`src/core/dbg_cmp_pkg.sv`:
```
// package: register map, reset values and carriers for the compare and trace readout block
package dbg_cmp_pkg;
    localparam logic [3:0] OFF_CMP_A_LOW = 4'h1;
    localparam logic [3:0] OFF_CMP_B_HIGH = 4'h2;
    localparam logic [3:0] OFF_CMP_B_LOW = 4'h3;
    localparam logic [3:0] OFF_CMP_C_HIGH = 4'h4;
    localparam logic [3:0] OFF_CMP_C_LOW = 4'h5;
    localparam logic [3:0] OFF_TRACE_HIGH = 4'h6;
    localparam logic [3:0] OFF_TRACE_LOW = 4'h7;
    localparam logic [3:0] OFF_STATUS = 4'h8;
    localparam logic [7:0] CMP_RESET = 8'hff;
    localparam int STATUS_EMPTY_BIT = 0;
    localparam int STATUS_FULL_BIT = 1;
    localparam int FIFO_DEPTH = 8;

    // bus cycle seen by the comparators
    typedef struct packed {
        logic valid;
        logic [15:0] addr;
        logic [7:0] data;
    } bus_cycle_s;

    // per comparator match results
    typedef struct packed {
        logic a;
        logic b;
        logic c;
    } match_s;
endpackage

```
`src/core/debug_compare_trace_readout.sv`:
```
// compare registers, bus comparators and trace word readout over avalon-mm
// Functional notes
// - comparator A low byte gives required levels of address bits 7..0.
// - comparator B high byte checks address 15..8, ignored in full mode.
// - comparator B low byte checks address 7..0, or data 7..0 in full mode.
// - in full mode each B low bit requires the same data bit level.
// - comparator C holds a sixteen-bit address in high and low bytes.
// - compare bit zero requires zero, one requires one.
// - trace high readout gives word bits 15..8, zero in event-only modes.
// - trace low readout gives bits 7..0; reading it advances the fifo.
// - end-trace reset with unit enabled, begin clear, keeps register contents.
// - full mode: A compares address, B data; dual mode: both address.
// - event-only-B modes store the bus data byte instead of flow addresses.
`timescale 1ns/10ps
module debug_compare_trace_readout #(
    parameter int FIFO_WIDTH = 16,
    parameter int FIFO_DEPTH = dbg_cmp_pkg::FIFO_DEPTH
) (
    input wire logic i_sys_clk,
    input wire logic i_rst,
    // avalon-mm slave
    input wire logic [3:0] i_avs_address,
    input wire logic i_avs_read,
    input wire logic i_avs_write,
    input wire logic [7:0] i_avs_writedata,
    output logic [7:0] o_avs_readdata,
    output logic o_avs_waitrequest,
    // links to the rest of the debug unit
    input wire logic i_full_mode,
    input wire logic i_event_only,
    input wire logic i_event_only_b,
    input wire logic i_debug_unit_enable,
    input wire logic i_trace_begin,
    input wire logic i_end_trace,
    input wire dbg_cmp_pkg::bus_cycle_s i_bus,
    input wire logic i_capture,
    input wire logic [15:0] i_flow_addr,
    output logic o_capture_ready,
    output dbg_cmp_pkg::match_s o_match
);
    logic [7:0] cmp_a_low_byte_reg;
    logic [7:0] cmp_b_high_byte_reg;
    logic [7:0] cmp_b_low_byte_reg;
    logic [7:0] cmp_c_high_byte_reg;
    logic [7:0] cmp_c_low_byte_reg;
    logic [7:0] readdata_reg;
    logic ack_reg;
    logic keep_reg = 1'b0; // power-up value; no reset may clear it
    logic wipe_reg;
    logic fifo_valid;
    logic [FIFO_WIDTH-1:0] fifo_word;
    logic [FIFO_WIDTH-1:0] capture_word;
    logic [7:0] rd_mux;
    logic [7:0] status_byte;
    dbg_cmp_pkg::match_s match_next;

    // bus decode; one wait cycle lets read data come from a flop
    wire req = i_avs_read || i_avs_write;
    wire wr_go = i_avs_write && ack_reg;
    wire rd_go = i_avs_read && ack_reg;
    wire sel_a_low = (i_avs_address == dbg_cmp_pkg::OFF_CMP_A_LOW);
    wire sel_b_high = (i_avs_address == dbg_cmp_pkg::OFF_CMP_B_HIGH);
    wire sel_b_low = (i_avs_address == dbg_cmp_pkg::OFF_CMP_B_LOW);
    wire sel_c_high = (i_avs_address == dbg_cmp_pkg::OFF_CMP_C_HIGH);
    wire sel_c_low = (i_avs_address == dbg_cmp_pkg::OFF_CMP_C_LOW);
    wire sel_t_high = (i_avs_address == dbg_cmp_pkg::OFF_TRACE_HIGH);
    wire sel_t_low = (i_avs_address == dbg_cmp_pkg::OFF_TRACE_LOW);
    wire sel_status = (i_avs_address == dbg_cmp_pkg::OFF_STATUS);
    wire pop = rd_go && sel_t_low && fifo_valid;
    assign o_avs_waitrequest = req && !ack_reg;

    // readout mux; unmapped offsets read zero
    assign status_byte = {6'h00, !o_capture_ready, !fifo_valid};
    assign rd_mux = sel_a_low ? cmp_a_low_byte_reg :
                    sel_b_high ? cmp_b_high_byte_reg :
                    sel_b_low ? cmp_b_low_byte_reg :
                    sel_c_high ? cmp_c_high_byte_reg :
                    sel_c_low ? cmp_c_low_byte_reg :
                    sel_t_high ? (fifo_valid ? fifo_word[15:8] : 8'h00) :
                    sel_t_low ? (fifo_valid ? fifo_word[7:0] : 8'h00) :
                    sel_status ? status_byte : 8'h00;
    assign o_avs_readdata = readdata_reg;

    // handshake: ack one cycle after the request appears
    always_ff @(posedge i_sys_clk or posedge i_rst) begin
        if (i_rst) begin
            ack_reg <= 1'b0;
            readdata_reg <= 8'h00;
        end else begin
            ack_reg <= req && !ack_reg;
            if (i_avs_read && !ack_reg) begin
                readdata_reg <= rd_mux;
            end
        end
    end

    // an end-trace with the unit enabled and begin clear arms retention;
    // the flag must live through reset, so reset only freezes it and the
    // wipe cycle after release consumes it; a new end-trace wins over that
    always_ff @(posedge i_sys_clk) begin
        if (i_rst) begin
            keep_reg <= keep_reg;
        end else if (i_end_trace) begin
            keep_reg <= i_debug_unit_enable && !i_trace_begin;
        end else if (wipe_reg) begin
            keep_reg <= 1'b0;
        end
    end

    // reset cannot load a flop value, so reset leaves registers alone and
    // a wipe raised by reset and held to the first edge after release restores defaults unless retained
    always_ff @(posedge i_sys_clk or posedge i_rst) begin
        if (i_rst) begin
            wipe_reg <= 1'b1;
        end else begin
            wipe_reg <= 1'b0;
        end
    end
    wire wipe = wipe_reg && !keep_reg;

    // compare registers: no async reset, contents survive an end-trace reset that armed retention
    always_ff @(posedge i_sys_clk) begin
        if (wipe) begin
            cmp_a_low_byte_reg <= dbg_cmp_pkg::CMP_RESET;
            cmp_b_high_byte_reg <= dbg_cmp_pkg::CMP_RESET;
            cmp_b_low_byte_reg <= dbg_cmp_pkg::CMP_RESET;
            cmp_c_high_byte_reg <= dbg_cmp_pkg::CMP_RESET;
            cmp_c_low_byte_reg <= dbg_cmp_pkg::CMP_RESET;
        end else if (wr_go) begin
            if (sel_a_low) begin
                cmp_a_low_byte_reg <= i_avs_writedata;
            end
            if (sel_b_high) begin
                cmp_b_high_byte_reg <= i_avs_writedata;
            end
            if (sel_b_low) begin
                cmp_b_low_byte_reg <= i_avs_writedata;
            end
            if (sel_c_high) begin
                cmp_c_high_byte_reg <= i_avs_writedata;
            end
            if (sel_c_low) begin
                cmp_c_low_byte_reg <= i_avs_writedata;
            end
        end
    end

    // comparators: exact bitwise equality, 1 needs 1 and 0 needs 0
    // A compares only the low byte here; its high byte lives elsewhere
    wire a_hit = (i_bus.addr[7:0] == cmp_a_low_byte_reg);
    wire b_addr_hit = (i_bus.addr == {cmp_b_high_byte_reg, cmp_b_low_byte_reg});
    wire b_data_hit = (i_bus.data == cmp_b_low_byte_reg);
    wire c_hit = (i_bus.addr == {cmp_c_high_byte_reg, cmp_c_low_byte_reg});
    assign match_next.a = i_bus.valid && a_hit;
    assign match_next.b = i_bus.valid && (i_full_mode ? b_data_hit : b_addr_hit);
    assign match_next.c = i_bus.valid && c_hit;

    // registered match outputs, one per bus cycle
    always_ff @(posedge i_sys_clk or posedge i_rst) begin
        if (i_rst) begin
            o_match <= '0;
        end else begin
            o_match <= match_next;
        end
    end

    // event-only-B stores the data byte; event-only zeroes the high byte
    assign capture_word = i_event_only_b ? {8'h00, i_bus.data} :
                          i_event_only ? {8'h00, i_flow_addr[7:0]} :
                          i_flow_addr;

    // fifo clears only on a wipe, so an end-trace reset that armed retention keeps trace words
    trace_fifo #(
        .WIDTH(FIFO_WIDTH),
        .DEPTH(FIFO_DEPTH)
    ) u_fifo (
        .i_sys_clk(i_sys_clk),
        .i_rst(1'b0),
        .i_clear(wipe),
        .i_in_valid(i_capture),
        .o_in_ready(o_capture_ready),
        .i_in_data(capture_word),
        .o_out_valid(fifo_valid),
        .i_out_ready(pop),
        .o_out_data(fifo_word)
    );
endmodule

```
`src/core/trace_fifo.sv`:
```
// trace word fifo with valid/ready on both sides
`timescale 1ns/10ps
module trace_fifo #(
    parameter int WIDTH = 16,
    parameter int DEPTH = 8
) (
    input wire logic i_sys_clk,
    input wire logic i_rst,
    input wire logic i_clear,
    input wire logic i_in_valid,
    output logic o_in_ready,
    input wire logic [WIDTH-1:0] i_in_data,
    output logic o_out_valid,
    input wire logic i_out_ready,
    output logic [WIDTH-1:0] o_out_data
);
    localparam int AW = $clog2(DEPTH);
    logic [WIDTH-1:0] mem_reg [DEPTH];
    logic [AW-1:0] wr_ptr_reg;
    logic [AW-1:0] rd_ptr_reg;
    logic [AW:0] count_reg;
    wire push = i_in_valid && o_in_ready;
    wire pop = o_out_valid && i_out_ready;

    // honest flags from the occupancy count
    assign o_in_ready = (count_reg != (AW+1)'(DEPTH));
    assign o_out_valid = (count_reg != '0);
    assign o_out_data = mem_reg[rd_ptr_reg];

    // storage only, no reset needed on data
    always_ff @(posedge i_sys_clk) begin
        if (push) begin
            mem_reg[wr_ptr_reg] <= i_in_data;
        end
    end

    // pointers wrap at depth, which need not be a power of two
    always_ff @(posedge i_sys_clk or posedge i_rst) begin
        if (i_rst) begin
            wr_ptr_reg <= '0;
            rd_ptr_reg <= '0;
            count_reg <= '0;
        end else if (i_clear) begin
            wr_ptr_reg <= '0;
            rd_ptr_reg <= '0;
            count_reg <= '0;
        end else begin
            if (push) begin
                wr_ptr_reg <= (wr_ptr_reg == AW'(DEPTH - 1)) ? '0 : wr_ptr_reg + 1'b1;
            end
            if (pop) begin
                rd_ptr_reg <= (rd_ptr_reg == AW'(DEPTH - 1)) ? '0 : rd_ptr_reg + 1'b1;
            end
            count_reg <= count_reg + (AW+1)'(push) - (AW+1)'(pop);
        end
    end
endmodule

```
`config.mk`:
```
export PLATFORM = sky130hd
export DESIGN_NAME = debug_compare_trace_readout
export DESIGN_NICKNAME = d
export VERILOG_FILES = /design/src/core/dbg_cmp_pkg.sv /design/src/core/debug_compare_trace_readout.sv /design/src/core/trace_fifo.sv
export SDC_FILE = /design/constraint.sdc
export NUM_CORES = 1
export LEC_CHECK = 0
export ABC_AREA = 1
export BUFFER_PORTS_ARGS = -buffer_cell sky130_fd_sc_hd__buf_2
export CORE_UTILIZATION = 45
export CTS_CLUSTER_SIZE = 14
export DETAILED_ROUTE_END_ITERATION = 8
export PLACE_DENSITY_LB_ADDON = 0.08
export SLEW_MARGIN = 40
export SYNTH_ARGS = -nofsm -noshare
export SYNTH_HDL_FRONTEND = slang
export SYNTH_SLANG_ARGS = --single-unit
```
`constraint.sdc`:
```
create_clock -name i_sys_clk -period 4 [get_ports i_sys_clk]
set_input_delay 1.2 -clock i_sys_clk [delete_from_list [all_inputs] [get_ports i_sys_clk]]
set_output_delay 1.2 -clock i_sys_clk [all_outputs]
set_load 0.02 [all_outputs]
```
==> metrics.md <==
| Metric | Value |
|---|---|
| Core area | `20,300 sq um` |
| Static leakage | `around 5 nW` |
| Critical Path RT | `2.80 ns` |
| Post_cts resized | `0` |
| Largest net degree at the start of global routing | `65` |
| Die area | `21,400 sq um` |
| R2r worst-path depth | `12` |
| First-pass GRT wire length | `between 30,000 and 40,000 um` |
| Synth top area cells | `edfxtp_1 (41%), nand2_1 (14%), dfxtp_1 (11%)` |
| CTS tree | `done` |
| DRC viols | `0` |
| ANT nets after route | `0` |
| Internal | `3.45 mW` |
| Root buffer cell | `clkbuf_16` |
| IO buf count | `76` |
| Synthesis-to-finish area growth | `12.8%` |
| Clock Latency Late Sink | `0.43 ns` |
| Clock Tree Buf Depth | `2` |
| # clock sinks | `195` |
| Synth Area per Inst | `8.49 sq um` |
| Peak Freq | `roughly 340 MHz` |
| Most frequent cell after synthesis | `nand2_1` |
| I/O Pins | `77` |
| Actual slew at the worst max-slew pin | `0.757 ns` |
| Synth Warn # | `0` |
| Clock network power share | `33.6%` |
| 1st-pass router iterations | `5` |
| Worst Path Arrival | `1.72 ns` |
| Sequential Area | `5260 sq um` |
| Num rows | `52` |
| CTS Hold Bufs | `0` |
| Initial Utilization | `46.2%` |
| CTS H-Tree Depth | `4` |
| Slew headroom | `49.5%` |
| Run status | `complete, no violations` |
| Fin nets | `1,253` |
| Worst r2r src | `u_fifo.count_reg[2]$_SDFF_PP0_` |
| CTS Buf Count | `17` |
| Post-Synthesis Cells | `1,104` |
| Critical Path Fanout Max | `3` |
| Post-Syn Area | `9370 sq um` |
| Chip height | `roughly 150 um` |
| Hold path cells | `2` |
| R2R Path End | `u_fifo.count_reg[2]$_SDFF_PP0_` |
| Synth area leader | `edfxtp_1` |
| Area of the multi-input gates | `3200 sq um` |
| Total track usage | `roughly a quarter` |
| Post-synthesis sequential area ratio | `56.1%` |
| DP HPWL | `16,600 um` |
| CP endpoint kind | `output pin` |
| Setup slack, reg-to-reg | `1.40 ns` |
| Setup-failing EPs final | `0` |
| Sequential power share | `49.6%` |
| Async set-reset flop share out of synthesis | `6.67%` |
| Total negative slack | `0 ns` |
| Post-synth EDFFs | `129` |
| Initial antenna violation count | `0` |
| Max reg flops | `128` |
| Max-Cap Viols | `0` |
| Yosys top cell area share | `41.3%` |
| RSZ-0062 raised after global routing | `false` |
| GP Congestion | `0.916` |
| Hold_sp | `o_avs_readdata[0]$_DFFE_PP0P_` |
| Hold Path Sink | `o_avs_readdata[0]$_DFFE_PP0P_` |
| CTS clk-pin slew, worst paths | `0.08 ns` |
| Grt total ovfl | `0` |
| VDD IR-drop max | `around 0.00035 V` |
| CP Launch Type | `input port` |
| Overall routed net length | `24,600 um` |
| Vias in the first global route | `6,735` |
| Postcts setup bufs | `0` |
| Final min period | `2.92 ns` |
| Period utilization | `72.9%` |
| Combinational cell fraction of total power | `16.8%` |
| Starting DRC count in detailed routing | `between 500 and 600` |
| Die W | `146 um` |
| Yosys cell types | `40` |
| Clock Skew | `0.00901 ns` |
| ANT cells | `0` |
| WS Path Type | `input port to output pin` |
| NetSw | `1.47 mW` |
| Syn nets | `1,179` |
| DR WL/cell | `16.9 um` |
| Slew Viols, Final | `0` |
| Sw frac | `29.8%` |
| Hold Vio Cnt, Final | `0` |
| Routed via count | `7,258` |
| Commonest cells in the netlist | `nand2_1 (352), inv_1 (190), edfxtp_1 (129)` |
| Synth Register Bits | `195` |
| Layout cells sized above 1 | `12.8%` |
| Hold crit path type | `register to register` |
| WHS | `0.484 ns` |
| Pwr Density | `465 nW/um^2` |
| Vias per inst | `4.97` |
| Layout filler cell count | `1,965` |
| Top FF cell, synth | `edfxtp_1` |
==> cells in the final DEF, fill, tap and decap left out, types with 3 or more instances in the layout <==
cell / instances
dfxtp_1: 52
clkbuf_16: 17
inv_6: 5
buf_2: 76
buf_4: 15
edfxtp_1: 129
a21oi_1: 37
nor4_1: 3
nand2_1: 352
xor2_1: 11
o22ai_1: 8
xnor2_1: 9
nor2_1: 44
nor2_2: 11
inv_2: 3
o21ai_0: 40
or2_2: 8
a221oi_1: 4
inv_8: 5
nand3_1: 116
dfrtp_1: 12
nand4_1: 9
inv_1: 189
ha_1: 10
==> worst max path at each step <==
stage,startpoint,end,slack [ns]
5_1_grt,i_avs_address[2],u_fifo.count_reg[3]$_SDFF_PP0_,0.99
3_5_place_dp,i_avs_address[2],u_fifo.count_reg[1]$_SDFF_PP0_,0.74
6_report,i_avs_read,o_avs_waitrequest,1.08
4_1_cts,i_avs_read,o_avs_waitrequest,1.09
3_3_place_gp,i_avs_address[2],u_fifo.count_reg[1]$_SDFF_PP0_,0.86
2_1_floorplan,i_avs_address[2],u_fifo.count_reg[1]$_SDFF_PP0_,1.10
==> cell type report <==
type                            instances  share of cell area, %
Sequential cell                       195                   49.8
Multi-Input combinational cell        681                   30.2
Inverter                              192                   6.82
Timing Repair Buffer                   91                   4.66
Clock buffer                           17                   4.02
Tap cell                              270                   3.20
Clock inverter                         15                   1.28
==> power by group through the flow <==
| stage | sequential [mW] | combinational [mW] | clock [mW] |
|---|---|---|---|
| finish | 2.44 | 0.827 | 1.65 |
| floorplan | 2.49 | 0.509 | 0 |
| global route | 2.46 | 0.936 | 1.75 |
| CTS | 2.44 | 0.835 | 1.67 |
| detailed placement | 2.48 | 0.833 | 0 |
| global placement | 2.48 | 0.820 | 0 |
==> metrics by stage <==
step           power, mW  std cells  setup WS, ns  utilization, %  cell area (sq um)
6_report            4.92       1461          1.08            52.1              10600
5_1_grt             5.14       1461         0.992            52.1              10600
4_1_cts             4.94       1461          1.09            52.1              10600
3_5_place_dp        3.31       1429         0.737            49.3              10000
3_3_place_gp        3.30       1429         0.857            49.3              10000
2_1_floorplan       3.00       1104          1.10               -               9370
==> cell families after synthesis <==
| kind of cell | share of synthesized area, % |
|---|---|
| flip-flops | 56.1 |
| XOR/XNOR | 1.87 |
| other | 0.0400 |
| AND/OR/NAND/NOR | 24.6 |
| AO/OA/AOI/OAI | 5.55 |
| multiplexers | 0.240 |
| buffers and inverters | 9.99 |
| adder cells (fa/ha/maj) | 1.55 |
==> critical path: stages <==
cell and delay [ns]:
buf_2 0.16, nor2_1 0.06, nor2_1 0.11, buf_2 0.18
==> layer usage <==
| metal | GRT usage (%) | part of all wire (%) |
|---|---|---|
| met4 | 6.56 | 1.6 |
| met5 | 0 | 0 |
| met3 | 4.72 | 5.7 |
| met1 | 35.3 | 49 |
| met2 | 35.8 | 44 |
Note: power is estimated with default switching activity, not from simulation.
